--- config.mk ---
export PLATFORM = sky130hd
export DESIGN_NAME = hsi_status_irq
export DESIGN_NICKNAME = d
export VERILOG_FILES = /design/src/design/hsi_status_irq.v /design/src/design/hsi_release_timer.v
export VERILOG_INCLUDE_DIRS = /design/src /design/src/design
export SDC_FILE = /design/constraint.sdc
export NUM_CORES = 1
export LEC_CHECK = 0
export BUFFER_PORTS_ARGS = -buffer_cell sky130_fd_sc_hd__clkbuf_2
export CAP_MARGIN = 20
export CORE_UTILIZATION = 55
export CTS_CLUSTER_SIZE = 8
export DETAILED_ROUTE_END_ITERATION = 6
export HOLD_SLACK_MARGIN = 0.1
export PLACE_DENSITY = 0.79
export SETUP_SLACK_MARGIN = 0.3
export SLEW_MARGIN = 20
export SYNTH_ARGS = -nofsm -noshare
export SYNTH_HDL_FRONTEND = slang
export SYNTH_HIERARCHICAL = 1
export SYNTH_SLANG_ARGS = --single-unit
--- constraint.sdc ---
create_clock -name clk -period 3.35 [get_ports clk]
set_clock_uncertainty 0.15 [all_clocks]
set_input_delay 0.1675 -clock clk [delete_from_list [all_inputs] [get_ports clk]]
set_output_delay 0.1675 -clock clk [all_outputs]
set_load 0.01 [all_outputs]
--- src/design/hsi_regs.vh ---
// Register offsets, field positions, reset values and timing counts
`ifndef HSI_REGS_VH
`define HSI_REGS_VH

// ----------------------------------------
// Register offsets
// ----------------------------------------
`define HSI_ADDR_W 8
`define HSI_OFS_STATUS1 8'h00
`define HSI_OFS_LOAD_BTN 8'h01
`define HSI_OFS_RST_COM 8'h02
`define HSI_OFS_SCRATCH 8'h03
`define HSI_OFS_IRQ_EN1 8'h04

// ----------------------------------------
// Field positions
// ----------------------------------------
`define HSI_BIT_LINE_TIP 7
`define HSI_BIT_LINE_RING1 6
`define HSI_BIT_HP_TIP 5
`define HSI_BIT_HP_RING1 4
`define HSI_BIT_BUTTON 2
`define HSI_BIT_PRESS 1
`define HSI_BIT_DEV_RESET 3
`define HSI_BIT_EN_INSERT 7
`define HSI_BIT_EN_DETECT 6
`define HSI_BIT_EN_SLEW 5
`define HSI_BIT_EN_MIC 3
`define HSI_BIT_EN_JACK 2
`define HSI_BIT_EN_HOOK 1

// Writable bits of the first enable register
`define HSI_EN1_WMASK 8'hEE

// ----------------------------------------
// Reset values
// ----------------------------------------
`define HSI_RST_LOAD_BTN 8'h00
`define HSI_RST_RST_COM 8'h00
`define HSI_RST_SCRATCH 8'h00
`define HSI_RST_IRQ_EN1 8'h00

// ----------------------------------------
// Timing
// ----------------------------------------
`define HSI_CLK_HZ 50000000
`define HSI_RELEASE_US 500
`define HSI_RELEASE_CYC ((`HSI_CLK_HZ / 1000000) * `HSI_RELEASE_US)

`endif

--- src/design/hsi_status_irq.v ---
// Headset status, reset flag, and interrupt enable registers
`timescale 1ns/1ps
`default_nettype none
`include "hsi_regs.vh"

// How it works
// - Bits 7 and 6 of register 0x01 show line loads on tip and ring1.
// - Bits 5 and 4 of register 0x01 show headphone loads on tip and ring1.
// - Bit 2 sets on a debounced button press or release event.
// - Reading register 0x01 clears the button flag; code shows separately.
// - Bit 1 shows whether the latest button/hook event was press or release.
// - After a release event the press bit clears about 0.5 ms later.
// - The press bit is never set while the device sleeps.
// - Register 0x02 bit 3 sets after device reset, clears when read.
// - The reset flag raises the interrupt until the host reads it.
// - Bits 1-0 of register 0x02 encode the jack common contact location.
// - An enabled status source pulls the active-low interrupt line low.
// - Enable bits 7,6,5,3,2,1 of register 0x04, all reset to zero.
// - Hook switch flag sets after debounced mic bias pull-down, clears on read.
// - Insertion status change raises an interrupt when its enable is set.
module hsi_status_irq #(
    parameter RELEASE_CYCLES = `HSI_RELEASE_CYC,
    parameter BTN_W = 8
) (
    // Clock and reset
    input wire clk,
    input wire rst_b,
    // Register port, from the serial control logic
    input wire reg_wr,
    input wire reg_rd,
    input wire [7:0] reg_addr,
    input wire [7:0] reg_wdata,
    output reg [7:0] reg_rdata,
    // Detection inputs, asynchronous to clk
    input wire line_tip_det,
    input wire line_ring1_det,
    input wire hp_tip_det,
    input wire hp_ring1_det,
    input wire [1:0] common_loc,
    input wire accessory_present,
    input wire mic_present,
    input wire jack_switch_closed,
    input wire sleep_mode,
    // Event pulses from detection logic on clk
    input wire button_event,
    input wire button_pressed,
    input wire [BTN_W-1:0] button_code,
    input wire hook_event,
    input wire hook_pressed,
    input wire detect_done_event,
    input wire slew_done_event,
    // Outputs
    output reg [BTN_W-1:0] button_code_field,
    output reg irq_b
);

    // ----------------------------------------
    // Synchronisers
    // ----------------------------------------
    localparam SW = 10;
    wire [SW-1:0] async_in;
    reg [SW-1:0] sync_a;
    reg [SW-1:0] sync_b;
    assign async_in = {sleep_mode, jack_switch_closed, mic_present,
                       accessory_present, common_loc, hp_ring1_det,
                       hp_tip_det, line_ring1_det, line_tip_det};

    always @(posedge clk) begin
        if (!rst_b) begin
            sync_a <= {SW{1'b0}};
            sync_b <= {SW{1'b0}};
        end else begin
            sync_a <= async_in;
            sync_b <= sync_a;
        end
    end

    wire s_line_tip = sync_b[0];
    wire s_line_ring1 = sync_b[1];
    wire s_hp_tip = sync_b[2];
    wire s_hp_ring1 = sync_b[3];
    wire [1:0] s_common = sync_b[5:4];
    wire s_insert = sync_b[6];
    wire s_mic = sync_b[7];
    wire s_jack = sync_b[8];
    wire s_sleep = sync_b[9];

    // ----------------------------------------
    // State
    // ----------------------------------------
    reg button_flag;
    reg press_flag;
    reg dev_reset_flag;
    reg mic_switch_flag;
    reg detect_done_flag;
    reg slew_done_flag;
    reg insert_chg;
    reg mic_chg;
    reg jack_chg;
    reg last_insert;
    reg last_mic;
    reg last_jack;
    reg [7:0] scratch;
    reg [7:0] irq_en1;
    wire release_done;

    // ----------------------------------------
    // Decode helpers
    // ----------------------------------------
    // Strobe qualified by one register offset
    function reg_hit;
        input strobe;
        input [7:0] addr;
        input [7:0] offset;
        begin
            reg_hit = strobe && (addr == offset);
        end
    endfunction

    // Read and write strobes per register
    wire rd_load = reg_hit(reg_rd, reg_addr, `HSI_OFS_LOAD_BTN);
    wire rd_rstc = reg_hit(reg_rd, reg_addr, `HSI_OFS_RST_COM);
    // First status register lives elsewhere; its read still clears
    wire rd_stat1 = reg_hit(reg_rd, reg_addr, `HSI_OFS_STATUS1);
    wire wr_scratch = reg_hit(reg_wr, reg_addr, `HSI_OFS_SCRATCH);
    wire wr_en1 = reg_hit(reg_wr, reg_addr, `HSI_OFS_IRQ_EN1);
    wire any_evt = button_event || hook_event;
    wire rel_start = any_evt && !(button_event ? button_pressed
                                               : hook_pressed);
    // A press cancels any pending release clear
    wire press_evt = any_evt && !rel_start;

    // Sixteen bits hold the 0.5 ms count at 50 MHz
    hsi_release_timer #(
        .CYCLES(RELEASE_CYCLES),
        .CW(16)
    ) u_release (
        .clk(clk),
        .rst_b(rst_b),
        .start(rel_start),
        .cancel(press_evt),
        .done(release_done)
    );

    // ----------------------------------------
    // Button and hook flags
    // ----------------------------------------
    always @(posedge clk) begin
        if (!rst_b) begin
            button_flag <= 1'b0;
            mic_switch_flag <= 1'b0;
            button_code_field <= {BTN_W{1'b0}};
        end else begin
            // Set wins over clear-on-read
            if (button_event)
                button_flag <= 1'b1;
            else if (rd_load)
                button_flag <= 1'b0;
            if (button_event)
                button_code_field <= button_code;
            if (hook_event)
                mic_switch_flag <= 1'b1;
            else if (rd_load)
                mic_switch_flag <= 1'b0;
        end
    end

    // ----------------------------------------
    // Press direction and reset flag
    // ----------------------------------------
    always @(posedge clk) begin
        if (!rst_b) begin
            press_flag <= 1'b0;
            dev_reset_flag <= 1'b1; // Sets on every reset
        end else begin
            // Press asserts at once; release clears after delay
            if (press_evt && !s_sleep)
                press_flag <= 1'b1;
            else if (release_done)
                press_flag <= 1'b0;
            if (rd_rstc)
                dev_reset_flag <= 1'b0;
        end
    end

    // ----------------------------------------
    // Event and level change latches
    // ----------------------------------------
    always @(posedge clk) begin
        if (!rst_b) begin
            detect_done_flag <= 1'b0;
            slew_done_flag <= 1'b0;
            insert_chg <= 1'b0;
            mic_chg <= 1'b0;
            jack_chg <= 1'b0;
            last_insert <= 1'b0;
            last_mic <= 1'b0;
            last_jack <= 1'b0;
        end else begin
            last_insert <= s_insert;
            last_mic <= s_mic;
            last_jack <= s_jack;
            // Detect and slew flags clear on a first status read
            if (detect_done_event)
                detect_done_flag <= 1'b1;
            else if (rd_stat1)
                detect_done_flag <= 1'b0;
            if (slew_done_event)
                slew_done_flag <= 1'b1;
            else if (rd_stat1)
                slew_done_flag <= 1'b0;
            // Changes of level sources latch until a status read
            if (s_insert != last_insert)
                insert_chg <= 1'b1;
            else if (rd_stat1)
                insert_chg <= 1'b0;
            if (s_mic != last_mic)
                mic_chg <= 1'b1;
            else if (rd_stat1)
                mic_chg <= 1'b0;
            if (s_jack != last_jack)
                jack_chg <= 1'b1;
            else if (rd_stat1)
                jack_chg <= 1'b0;
        end
    end

    // ----------------------------------------
    // Writable registers
    // ----------------------------------------
    always @(posedge clk) begin
        if (!rst_b) begin
            scratch <= `HSI_RST_SCRATCH;
            irq_en1 <= `HSI_RST_IRQ_EN1;
        end else begin
            if (wr_scratch)
                scratch <= reg_wdata;
            // Bits 4 and 0 kept at zero whatever the host writes
            if (wr_en1)
                irq_en1 <= reg_wdata & `HSI_EN1_WMASK;
        end
    end

    // ----------------------------------------
    // Read data
    // ----------------------------------------
    reg [7:0] next_rdata;
    always @* begin
        next_rdata = 8'h00;
        case (reg_addr)
            `HSI_OFS_LOAD_BTN: begin
                next_rdata[`HSI_BIT_LINE_TIP] = s_line_tip;
                next_rdata[`HSI_BIT_LINE_RING1] = s_line_ring1;
                next_rdata[`HSI_BIT_HP_TIP] = s_hp_tip;
                next_rdata[`HSI_BIT_HP_RING1] = s_hp_ring1;
                next_rdata[`HSI_BIT_BUTTON] = button_flag;
                next_rdata[`HSI_BIT_PRESS] = press_flag;
            end
            `HSI_OFS_RST_COM: begin
                next_rdata[`HSI_BIT_DEV_RESET] = dev_reset_flag;
                next_rdata[1:0] = s_common;
            end
            `HSI_OFS_SCRATCH: next_rdata = scratch;
            `HSI_OFS_IRQ_EN1: next_rdata = irq_en1;
            default: next_rdata = 8'h00;
        endcase
    end

    always @(posedge clk) begin
        if (!rst_b)
            reg_rdata <= 8'h00;
        else if (reg_rd)
            reg_rdata <= next_rdata;
    end

    // ----------------------------------------
    // Interrupt line
    // ----------------------------------------
    // Reset flag cannot be masked so a reset is never missed
    wire next_irq =
        dev_reset_flag ||
        (irq_en1[`HSI_BIT_EN_INSERT] && insert_chg) ||
        (irq_en1[`HSI_BIT_EN_DETECT] && detect_done_flag) ||
        (irq_en1[`HSI_BIT_EN_SLEW] && slew_done_flag) ||
        (irq_en1[`HSI_BIT_EN_MIC] && mic_chg) ||
        (irq_en1[`HSI_BIT_EN_JACK] && jack_chg) ||
        (irq_en1[`HSI_BIT_EN_HOOK] && mic_switch_flag) ||
        button_flag;

    always @(posedge clk) begin
        if (!rst_b)
            irq_b <= 1'b1;
        else
            irq_b <= !next_irq;
    end

endmodule // hsi_status_irq

`default_nettype wire

--- src/design/hsi_release_timer.v ---
// Delay timer that clears the press bit after a release event
`timescale 1ns/1ps
`default_nettype none
`include "hsi_regs.vh"

module hsi_release_timer #(
    parameter CYCLES = `HSI_RELEASE_CYC,
    parameter CW = 16
) (
    // Clock and reset
    input wire clk,
    input wire rst_b,
    // Control
    input wire start,
    input wire cancel,
    output reg done
);

    reg [CW-1:0] count;
    reg running;

    always @(posedge clk) begin
        if (!rst_b) begin
            count <= {CW{1'b0}};
            running <= 1'b0;
            done <= 1'b0;
        end else begin
            done <= 1'b0;
            if (cancel) begin
                running <= 1'b0;
            end else if (start) begin
                count <= CYCLES[CW-1:0] - {{(CW-1){1'b0}}, 1'b1};
                running <= 1'b1;
            end else if (running) begin
                if (count == {CW{1'b0}}) begin
                    running <= 1'b0;
                    done <= 1'b1;
                end else begin
                    count <= count - {{(CW-1){1'b0}}, 1'b1};
                end
            end
        end
    end

endmodule // hsi_release_timer

`default_nettype wire

# Yosys cells after proc, flatten, opt, wreduce, memory -nomap -nowiden
# Cells that the tools add are included.
# Widths: inputs -> output; s select.
# word_totals
in_bits,44
word_cells,98
register_bits,81
# classes
bitwise_logic,3
n_reduce_logical,40
n_eq_ne,8
muxes,24
n_addsub,1
# ops
cell,count
$mux 16,3
$reduce_bool 2->1,9
$eq 8x2->1 const B,2
$logic_not 16->1,1
$mux 1,16
$sub 16x1->16 const B,1
$logic_and 1x1->1,14
$pmux 4 s3,1
$eq 8x1->1 const B,1
$eq 8x3->1 const B,1
$logic_not 8->1,1
$logic_or 1x1->1,8
$pmux 1 s3,2
$logic_not 1->1,4
$pmux 1 s4,1
$reduce_or 4->1,1
$ne 1x1->1,3
$not 1->1,3
$reduce_and 3->1,1
$ne 2x2->1 const B,1
$pmux 1 s2,1
$reduce_or 2->1,1

# Longest topological paths before layout
# Gate-level depths: netlist of the first run.
# depth
word_depth,9
depth_mapped,8
ltp_nobuf,7

# Hierarchy
# Netlist of the first run, hierarchy kept.
# modules_own_cells
module,area_each_um2,cells_per_inst,instances
hsi_status_irq,2366.0,246,1
hsi_release_timer,942.2,110,1

# Least setup slack after synthesis of the first run
# No wires, ideal clock.
# synth_path
kind,register to register
startpoint,reg u_release.count[7]
endpoint,reg u_release.count[12]
period_less_slack_ps,1924
t_arrival_ps,1703
stages_incl_launch_ff,5
setup_ps,71
n_path_buf,0
required_ps,3129
slack_ps,1426
path_cell_list,dfxtp_1 > or4_4 > or3_4 > or3_1 > a21oi_1
# synth_between
elab_chain_cells,4
# synth_rtl
item,line_no,source
start: declaration,hsi_release_timer.v:19,reg [CW-1:0] count;
start signal: assignment,hsi_release_timer.v:24,count <= {CW{1'b0}};
start signal: assignment,hsi_release_timer.v:32,"count <= CYCLES[CW-1:0] - {{(CW-1){1'b0}}, 1'b1};"
start signal: assignment,hsi_release_timer.v:39,"count <= count - {{(CW-1){1'b0}}, 1'b1};"
$sub 16x1->16,hsi_release_timer.v:39,
$mux 16,hsi_release_timer.v:35,if (count == {CW{1'b0}}) begin
$mux 16,hsi_release_timer.v:34,end else if (running) begin
$mux 16,hsi_release_timer.v:31,end else if (start) begin
# Parallel ways exist; a longest one is shown, timed or not. The select of a mux whose other input is x is not followed.
# A chain may end at the register's enable or synchronous reset.

# Final worst setup path of the first run
# layout_path
startpoint,in hook_event
endpoint,reg u_release.count[12]
# layout_between
elab_chain_cells,6
# layout_rtl
item,line_no,source
start: declaration,hsi_status_irq.v:48,"input wire hook_event,"
$logic_or 1x1->1 (*),hsi_status_irq.v:127,wire any_evt = button_event || hook_event;
$logic_and 1x1->1 (*),hsi_status_irq.v:128,wire rel_start = any_evt && !(button_event ? button_pressed
net rel_start,hsi_status_irq.v:128,
$logic_not 1->1,hsi_status_irq.v:131,wire press_evt = any_evt && !rel_start;
$logic_and 1x1->1,hsi_status_irq.v:131,
$not 1->1 (no source line),-,
$reduce_and 3->1 (no source line),-,
# Mark *: on every way through the listed nets, which the timed path passes. The rest lies on a longest branch.

==> flow_metrics.py, run 1 <==
metrics = {
    "detailed_routing": {
        "ant_nets": 0,
        "vias_per_cell": 5.58,
        "drt-total-wl_um": 7800,
        "wire_per_inst_um": 14.7,
        "drt-pass1-iter-count": 6,
        "drc": 0,
        "num_vias": 2970,
        "drt-initial-drc-count": 205,
    },
    "run": {
        "cap_violations": 0,
    },
    "layout": {
        "layout_commonest_cell": "dfxtp_1",
        "stdcell_count": 532,
        "drive_gt1_share_pct": 20.0,
        "fill_cells": 402,
        "postLayoutCellArea_mm2": 0.00427,
        "diodes": 0,
        "layout_common_cells": "dfxtp_1 (81), clkbuf_2 (60), nor2_1 (43)",
        "synthToLayoutAreaGrowth_pct": 29.0,
        "nets": 501,
    },
    "critical_path": {
        "cp_cell_sequence": "dlygate4sd3_1, clkbuf_2, nor2b_1, a22o_1, o21bai_1, nor3_1, o21ai_1, or3_1, a21oi_1",
        "worstSetupPathType": "input port to flip-flop",
        "path_delay_family": "compound AO/OA/AOI/OAI gates",
        "slowest_delay_ns": 0.53,
        "cp.depth": 9,
        "cp-start-kind": "input port",
        "r2r_start": "u_release/count[2]",
        "critical_path.max_fanout": 11,
        "rr_worst_depth": 5,
        "cp-startpoint": "hook_event",
        "path_buf_inv": 2,
        "critPathSlowestCell": "dlygate4sd3_1",
        "end_kind": "flip-flop",
        "arrival_ns": 2.57,
        "cp.required_ns": 3.48,
    },
    "timing": {
        "setup_violations": 0,
        "hold_viol_final": 0,
        "maxSlewHeadroom_pct": 47.1,
        "timing.fmax_mhz": 409,
        "rsz0062_at_grt": "no",
        "finalMaxSlewViolations": 0,
        "period_needed_ns": 2.45,
        "hold_slack_ns": 0.127,
        "worst_pin_slew_ns": 0.792,
        "post-route-period-util_pct": 73.1,
        "fin_setup_tns_ns": 0,
    },
    "power": {
        "p_switching_uw": 624,
        "max-vdd-ir-drop_mv": 0.294,
        "p_per_area_mw_per_mm2": 529,
        "p_leak_uw": 0.00180,
        "power_frac_comb_pct": 18.0,
        "intPower_uw": 1630,
        "switching_share_pct": 27.7,
        "clkPwrFrac_pct": 34.8,
        "p_total_uw": 2260,
        "p_seq_share_pct": 47.2,
    },
    "clock_tree": {
        "clk_latency_ns": 0.35,
        "cts_root_buf": "clkbuf_8",
        "numClockSinks": 81,
        "post_cts_buffers": 0,
        "clk_pin_slew_worst_paths_ns": 0.08,
        "cts_tree": "built",
        "clockBufferDepth": 2,
        "h-tree-depth": 3,
        "cts_made_buffers": 9,
    },
    "placement": {
        "place_inst": 475,
        "place.gp.congestion": 0.943,
        "place_area_mm2": 0.00363,
        "port_buffers": 60,
        "dp_hpwl_um": 5000,
    },
    "die": {
        "ios": 61,
        "die_area_mm2": 0.00633,
        "initial_core_util_pct": 58.6,
        "dieWidth_um": 79.6,
        "die_h_um": 79.6,
        "core_mm2": 0.00564,
        "core.rowCount": 27,
    },
    "synth": {
        "syn-cell-area_mm2": 0.00331,
        "async_flop_share_pct": 0,
        "synth_flop_cell": "dfxtp_1",
        "synth_cells": 356,
        "synth.avg_cell_area_um2": 9.29,
        "ys_ff_latch": 81,
        "ys_types": 57,
        "synth_warnings": 6,
        "synthesis.nets": 401,
        "synth-edff-count": 0,
        "synth-seq-area-share_pct": 49.0,
    },
    "min_path": {
        "hold_start": "reg_addr[0]",
        "hold_path_class": "input port to flip-flop",
        "hold_depth": 4,
    },
    "global_route": {
        "grt_max_degree": 36,
        "grt_pass1_vias": 2899,
        "grt_pass1_wl_um": 13000,
        "grt_usage_pct": 26.5,
        "grt-ovfl-total": 0,
        "antenna_found_initial": 0,
    },
    "status": {
        "outcome": "finished, final reports clean",
    },
}
==> synthesized netlist by cell type (3+ instances only) <==
master / number / area (µm²)
mux2i_1: 15 / 150
a21oi_1: 22 / 110
a211oi_1: 5 / 37.5
nor2b_1: 5 / 31.3
a22o_1: 6 / 52.6
nor3_1: 3 / 15.0
inv_1: 10 / 37.5
dfxtp_1: 81 / 1620
nand2b_1: 3 / 18.8
nand2_1: 22 / 82.6
o21ai_1: 4 / 20.0
clkbuf_1: 8 / 30.0
nor4_1: 6 / 37.5
and3_1: 3 / 18.8
o21ai_0: 10 / 50.1
nor2_1: 43 / 161
nand3_1: 11 / 55.1
xor2_1: 8 / 70.1
buf_2: 4 / 20.0
nor3b_1: 5 / 37.5
and2_1: 24 / 150
a311oi_1: 4 / 35.0
or3_1: 3 / 18.8
a31oi_1: 6 / 37.5
a22oi_1: 5 / 37.5
nand4_1: 4 / 25.0
==> cells by family (layout without fill, tap and decap cells) <==
kind of cell,after synthesis,after routing,synth area share [%]
fa+ha+maj,1,1,0.378
simple gates,148,148,24.7
flops,81,81,49.0
compound gates,76,76,15.1
buf+inv,26,130,3.78
xor+xnor,8,8,2.12
mux,16,16,4.88
==> per-layer routing <==
layer	GRT usage [%]	share of wire (%)	wire length (µm)	vias to the layer above
met2	46.2	49	3800	125
met4	9.27	1.6	123	0
met3	5.37	5.7	444	15
li1	-	-	-	1461
met5	0	0	0	-
met1	32.2	44	3430	1369
==> power groups by stage <==
stage / sequential, µW / clock (µW) / combinational [µW]
after floorplan: 1070 / 0 / 266
after global placement: 1080 / 0 / 358
after detailed placement: 1090 / 0 / 360
after CTS: 1060 / 788 / 396
after global routing: 1070 / 831 / 442
final: 1070 / 786 / 405
==> registers in the layout, summed over array words and instances, names as in the netlist, 6 cells and up <==
register and flops:
sync_b 10, reg_rdata 8, scratch 8, button_code_field 8, irq_en1 6, u_release/count 16
sync_a 10
==> path summary, 6_finish.rpt <==
kind	end	slack, ns
worst max register to register	u_release/count[2]	0.98
worst min register to register	sync_b[2]	0.28
worst max-delay path	u_release/count[12]	0.90
worst min-delay path	dev_reset_flag	0.13
==> tightest hold or removal path: cells and delay by family <==
family | cells | cell delay [ns]
buf+inv | 1 | 0.18
compound gates | 1 | 0.10
simple gates | 2 | 0.14
==> layout make-up <==
| cell class | count | area (µm²) | area share, % |
|---|---|---|---|
| flip-flops and latches | 81 | 1620 | 38.0 |
| multi-input cells | 249 | 1560 | 36.6 |
| repair buffers | 104 | 736 | 17.2 |
| clock buffers | 10 | 138 | 3.22 |
| well taps | 72 | 90.1 | 2.11 |
| clock inverters | 5 | 80.1 | 1.88 |
| inverters | 11 | 41.3 | 0.967 |
==> repair_timing <==
action,CTS,global route
hold buffers,42,0
gates resized for setup,0,0
endpoints found under the hold margin,39,0
==> stage by stage <==
step	util, %	worst slack [ns]
2_1_floorplan	-	1.43
3_3_place_gp	64.3	1.11
3_5_place_dp	64.3	1.05
4_1_cts	75.6	0.962
5_1_grt	75.6	0.734
6_report	75.6	0.902
Power figures use the tool's default switching activity.
==> run 2, diff against run 1 <==
Settings changed: ABC_AREA set to 1, PLACE_DENSITY 0.79 to 0.78.
Clock period 3.35 ns to 2.3 ns, I/O delays scaled along.
==> run 2 against run 1 <==
  * Sequential share of layout area down 3.6 points
  * Synthesized cell count up 46%
  * Cell count up 34%
  * Combinational power up 100%
  * Clock-buffer cell count up 1
  * Sequential cell count unchanged
  * Worst hold slack better by 0.028 ns
  * Clock power up 17%
  * Sequential power up 45%
  * Die area up 11%
  * Routed wire length up 19%
  * Critical endpoint is now scratch[0]
  * Largest cell class is now multi-input gates
  * Largest power group unchanged
==> flow_metrics.py, run 2 <==
metrics = {
    "layout": {
        "regMostFlops": "u_release/count",
        "drive_gt1_share_pct": 18.8,
        "final_core_util_pct": 73.7,
        "layout_commonest_cell": "nand2_1",
        "synthToLayoutAreaGrowth_pct": 28.4,
        "top_regs": "u_release/count x16, sync_a x10, sync_b x10",
        "largest_reg_flops": 16,
        "nets": 677,
        "layout_common_cells": "nand2_1 (118), nor2_1 (90), dfxtp_1 (81)",
        "diodes": 0,
    },
    "timing": {
        "finalMaxSlewViolations": 0,
        "hold_slack_ns": 0.155,
        "hold_viol_final": 0,
        "setup_violations": 0,
        "period_needed_ns": 1.87,
        "worst_pin_slew_ns": 0.568,
        "rsz0062_at_grt": "no",
        "maxSlewHeadroom_pct": 62.1,
        "post-route-period-util_pct": 81.5,
        "fin_setup_tns_ns": 0,
        "timing.fmax_mhz": 534,
    },
    "detailed_routing": {
        "vias_per_cell": 5.16,
        "wire_per_inst_um": 13.0,
        "drt-total-wl_um": 9270,
        "drt-initial-drc-count": 212,
        "ant_nets": 0,
        "drt-pass1-iter-count": 5,
        "drc": 0,
        "num_vias": 3686,
    },
    "synth": {
        "synth.area.top_cells": "dfxtp_1 (44%), nand2_1 (12%), nor2_1 (9.2%)",
        "synth_warnings": 6,
        "synth_top_family_by_area": "simple AND/OR/NAND/NOR gates",
        "synthAdderAreaFrac_pct": 0.341,
        "synth.most_common_cell": "nand2_1",
        "synth-edff-count": 0,
        "synthSimpleGateAreaFrac_pct": 36.1,
        "synth_cells": 519,
        "synth-seq-area-share_pct": 44.2,
        "ys_types": 29,
        "synth_flop_cell": "dfxtp_1",
        "synth_xor_area_share_pct": 0.955,
        "yosys.area.top_type": "dfxtp_1",
        "synth.avg_cell_area_um2": 7.07,
        "yosys.area.top_type_share_pct": 44.2,
        "synth_common_cells": "nand2_1 (118), nor2_1 (90), dfxtp_1 (81)",
        "synthesis.nets": 564,
        "syn-cell-area_mm2": 0.00367,
        "synthMuxAreaShare_pct": 0,
        "async_flop_share_pct": 0,
        "ys_ff_latch": 81,
        "synth_compound_area_share_pct": 8.94,
    },
    "global_route": {
        "grt-ovfl-total": 0,
        "grt_pass1_wl_um": 15400,
        "grt_usage_pct": 27.5,
        "antenna_found_initial": 0,
        "grt_pass1_vias": 3465,
        "grt_max_degree": 39,
    },
    "critical_path": {
        "cp_cell_sequence": "dlygate4sd3_1, clkbuf_2, buf_6, o21ai_0, dlygate4sd3_1, nor2_1",
        "crit_top_cell": "dlygate4sd3_1",
        "path_buf_inv": 4,
        "path_delay_family": "buffers and inverters",
        "arrival_ns": 2.01,
        "slowest_delay_ns": 0.57,
        "cp.required_ns": 2.44,
        "critPathSlowestCell": "dlygate4sd3_1",
        "end_kind": "flip-flop",
        "cp-start-kind": "input port",
        "critical_path.max_fanout": 38,
        "worstSetupPathType": "input port to flip-flop",
    },
    "power": {
        "p_seq_share_pct": 47.1,
        "p_switching_uw": 1090,
        "max-vdd-ir-drop_mv": 0.468,
        "power_frac_comb_pct": 24.9,
        "p_leak_uw": 0.00230,
        "switching_share_pct": 33.0,
        "clkPwrFrac_pct": 27.9,
        "intPower_uw": 2210,
        "p_per_area_mw_per_mm2": 700,
    },
    "die": {
        "core.rowCount": 29,
        "dieWidth_um": 83.7,
        "initial_core_util_pct": 57.4,
        "ios": 61,
        "die_area_mm2": 0.00700,
        "die_h_um": 83.7,
        "core_mm2": 0.00639,
    },
    "clock_tree": {
        "cts_root_buf": "clkbuf_8",
        "numClockSinks": 81,
        "h-tree-depth": 3,
        "clockBufferDepth": 2,
        "clk_pin_slew_worst_paths_ns": 0.08,
        "cts_made_buffers": 9,
        "cts_tree": "built",
        "clk_latency_ns": 0.36,
    },
    "status": {
        "outcome": "finished, final reports clean",
    },
    "placement": {
        "port_buffers": 60,
        "place.gp.congestion": 0.932,
        "dp_hpwl_um": 5940,
    },
    "min_path": {
        "hold_path_class": "input port to flip-flop",
    },
    "run": {
        "cap_violations": 0,
    },
}
## run 2: changes by cell type in the layout (fill, tap and decap cells not counted), sizes merged, moves of 6 or more
cell         before  now
mux2i            15    0
nor2             43  100
dlygate4sd3      42   52
nor4              8    0
a31oi             6    0
o21ai            15   28
xor2              8    1
nand3            11   46
nand2            22  133
inv              10   64
a22o              6    0
a21oi            22   30
and2             25    0
## run 2: worst paths after layout
kind         slack, ns                  to          startpoint  cells past startpoint
max reg2reg       0.51  u_release/count[6]  u_release/count[0]                     10
min reg2reg       0.27           sync_b[5]           sync_a[5]                      2
max               0.43          scratch[0]               rst_b                      6
min               0.15          irq_en1[1]         reg_addr[2]                      6
## run 2: what timing repair did
action	4_1_cts	5_1_grt
hold endpoints to repair	49	0
resized for setup	0	2
setup buffers	0	1
endpoints found under the setup margin	0	16
hold buffers	52	0
## run 2: layout make-up
| class | instances | area (µm²) |
|---|---|---|
| Tap cell | 77 | 96.3 |
| Fill cell | 502 | 1680 |
| Multi-Input combinational cell | 357 | 1700 |
| Sequential cell | 81 | 1620 |
| Inverter | 65 | 249 |
| Clock inverter | 5 | 40.0 |
| Timing Repair Buffer | 118 | 870 |
| Clock buffer | 11 | 131 |
## run 2: cells by family after synthesis
| group | Yosys count |
|---|---|
| and+or+nand+nor | 293 |
| DFF | 81 |
| adders and majority gates | 1 |
| buffers and inverters | 81 |
| xor gates and xnor gates | 4 |
| AOI/OAI and AO/OA | 59 |
## run 2: worst reg2reg max path: stages (launching register included)
cell	delay, ns
dfxtp_1	0.37
inv_1	0.10
ha_1	0.24
nand2_2	0.15
nor2_4	0.06
nand3_1	0.13
nand2_1	0.06
nor2_1	0.09
buf_4	0.18
nand2_1	0.09
a21oi_2	0.11
## run 2: metrics by stage
| step | power [µW] | cell area (µm²) | instances | setup WS [ns] |
|---|---|---|---|---|
| floorplan | 2140 | 3670 | 519 | 0.636 |
| global placement | 2290 | 4000 | 645 | 0.291 |
| detailed placement | 2310 | 4000 | 645 | 0.181 |
| CTS | 3290 | 4690 | 713 | 0.362 |
| global route | 3490 | 4710 | 714 | 0.346 |
| finish | 3300 | 4710 | 714 | 0.426 |
## run 2: per-layer routing
| metal | global-route usage (%) | part of all wire, % | up-vias |
|---|---|---|---|
| met5 | 0 | 0 | - |
| li1 | - | - | 1847 |
| met1 | 33.3 | 42 | 1668 |
| met3 | 5.84 | 6.5 | 19 |
| met2 | 47.9 | 49 | 152 |
| met4 | 10.0 | 2.1 | 0 |
## run 2: power by group through the flow
stage	logic [µW]	clock network (µW)	registers, µW
floorplan	570	0	1570
CTS	802	936	1550
finish	823	921	1550
detailed placement	728	0	1580
global placement	713	0	1580
global route	928	996	1560
==> run 3, diff against run 2 <==
Clock period 2.3 ns to 1.85 ns, I/O delays scaled along.
==> run 3 against run 2 <==
  * Clock power rose by 44%
  * Sequential power up 26%
  * Global-route usage increased by 1.5 points
  * Cell count rose by 2.2%
  * Combinational power up 53%
  * Sequential cell count is the same
  * Critical path type is now flip-flop to flip-flop
  * Die area unchanged
  * Highest routed layer unchanged
==> flow_metrics.py, run 3 (same netlist as run 2, synthesis figures left out) <==
metrics = {
    "clock_tree": {
        "cts_made_buffers": 9,
        "clockBufferDepth": 2,
        "cts_root_buf": "clkbuf_8",
        "numClockSinks": 81,
        "cts_tree": "built",
        "h-tree-depth": 3,
        "clk_pin_slew_worst_paths_ns": 0.09,
        "clk_latency_ns": 0.36,
    },
    "critical_path": {
        "r2r_end": "u_release/count[12]",
        "cp.required_ns": 1.98,
        "r2r_start": "u_release/count[10]",
        "cp-startpoint": "u_release/count[10]",
        "critPathSlowestCell": "dfxtp_1",
        "crit_top_cell": "nand2_2",
        "cp_cell_sequence": "nor2_4, nand2_2, nor2_4, nand2_2, nand2_2, nand2_4, nand2_4, nand2_1, a21oi_1",
        "path_delay_family": "simple AND/OR/NAND/NOR gates",
        "worstSetupPathType": "flip-flop to flip-flop",
        "end_kind": "flip-flop",
        "slowest_delay_ns": 0.37,
        "path_buf_inv": 0,
        "rr_worst_depth": 9,
        "regToRegSetupSlack_ns": 0.21,
        "critical_path.max_fanout": 7,
        "cp-start-kind": "flip-flop",
        "arrival_ns": 1.78,
    },
    "detailed_routing": {
        "num_vias": 3918,
        "ant_nets": 0,
        "wire_per_inst_um": 14.5,
        "drt-initial-drc-count": 240,
        "drt-pass1-iter-count": 5,
        "drt-total-wl_um": 10600,
        "drc": 0,
        "vias_per_cell": 5.37,
    },
    "placement": {
        "place_area_mm2": 0.00403,
        "place.gp.congestion": 0.940,
        "dp_hpwl_um": 5950,
        "port_buffers": 60,
    },
    "power": {
        "p_per_area_mw_per_mm2": 909,
        "max-vdd-ir-drop_mv": 0.618,
        "p_leak_uw": 0.00242,
    },
    "global_route": {
        "grt_pass1_wl_um": 16300,
        "grt_usage_pct": 29.0,
        "grt_max_degree": 24,
        "antenna_found_initial": 0,
        "grt-ovfl-total": 0,
        "grt_pass1_vias": 3631,
    },
    "die": {
        "initial_core_util_pct": 57.4,
        "ios": 61,
        "core_mm2": 0.00639,
        "die_area_mm2": 0.00700,
        "die_h_um": 83.7,
        "core.rowCount": 29,
        "dieWidth_um": 83.7,
    },
    "layout": {
        "top_regs": "u_release/count x16, sync_a x10, sync_b x10",
        "diodes": 0,
        "layout_commonest_cell": "nand2_1",
        "nets": 693,
        "postLayoutCellArea_mm2": 0.00501,
        "regMostFlops": "u_release/count",
        "drive_gt1_share_pct": 25.1,
        "largest_reg_flops": 16,
        "synthToLayoutAreaGrowth_pct": 36.7,
        "layout_common_cells": "nand2_1 (115), nor2_1 (82), dfxtp_1 (70)",
    },
    "timing": {
        "timing.fmax_mhz": 609,
        "period_needed_ns": 1.64,
        "worst_pin_slew_ns": 0.500,
        "finalMaxSlewViolations": 0,
        "post-route-period-util_pct": 88.8,
        "hold_viol_final": 0,
        "maxSlewHeadroom_pct": 66.6,
        "rsz0062_at_grt": "yes",
        "setup_violations": 0,
        "fin_setup_tns_ns": 0,
    },
    "min_path": {
        "hold_start": "reg_rd",
        "hold_path_end": "reg_rdata[6]",
        "hold_depth": 5,
        "hold_path_class": "input port to flip-flop",
    },
    "status": {
        "outcome": "finished, final reports clean",
    },
    "run": {
        "cap_violations": 0,
    },
}
[run 3: cell count changes in the layout (fill, tap and decap cells not counted), moves of 3 or more]
| cell | previous run | this run |
|---|---|---|
| dfxtp_1 | 81 | 70 |
| nor2_4 | 4 | 13 |
| dfxtp_2 | 0 | 10 |
| inv_1 | 60 | 55 |
| dlygate4sd3_1 | 52 | 55 |
| nor2_1 | 90 | 82 |
| buf_4 | 5 | 15 |
| nand2_1 | 118 | 115 |
| inv_2 | 3 | 6 |
[run 3: through the flow]
step / hold WS, ns / worst slack, ns / utilization [%] / instances / power (µW)
floorplan: 0.0360 / 0.301 / - / 519 / 2660
global placement: 0.124 / 0.204 / 63.0 / 648 / 2850
detailed placement: 0.127 / 0.0929 / 63.0 / 648 / 2870
CTS: 0.103 / 0.298 / 76.3 / 723 / 4350
global route: 0.146 / 0.171 / 78.5 / 730 / 4760
finish: 0.140 / 0.207 / 78.5 / 730 / 4550
[run 3: final cells by class]
cell class | instances | area, µm²
clock inverter | 6 | 75.1
fill | 429 | 1370
timing repair buffer | 132 | 988
sequential | 81 | 1640
tap | 77 | 96.3
inverter | 65 | 255
multi-input combinational | 359 | 1830
clock buffer | 10 | 128
[run 3: worst max-delay path by stage]
stage,end,depth (start not counted)
2_1_floorplan,u_release/count[6],10
3_3_place_gp,u_release/count[5],10
3_5_place_dp,u_release/count[12],12
4_1_cts,u_release/count[12],10
5_1_grt,u_release/count[6],8
6_report,u_release/count[12],9
[run 3: timing repair]
| item | in CTS | in global routing |
|---|---|---|
| resized for setup | 21 | 30 |
| hold buffers | 55 | 0 |
| setup buffers | 3 | 5 |
| setup endpoints to repair | 15 | 27 |
| endpoints found under the hold margin | 46 | 0 |
| cloned | 1 | 2 |
| pin swaps | 6 | 7 |
[run 3: per-layer routing]
metal,up-vias,track usage [%],wire (µm)
met5,-,0,0
met4,0,14.3,433
met3,53,4.55,755
met2,217,50.0,5120
met1,1769,35.0,4250
li1,1879,-,-
[run 3: worst register-to-register path, cell delays in order (launching register included)]
cell and delay [ns]:
dfxtp_1 0.37, nor2_4 0.17, nand2_2 0.10, nor2_4 0.16
nand2_2 0.08, nand2_2 0.10, nand2_4 0.11, nand2_4 0.14
nand2_1 0.07, a21oi_1 0.12
[run 3: where the power goes]
group	internal, µW	switching, µW
logic	511	752
clock network	645	685
registers	1850	110
total	3010	1550
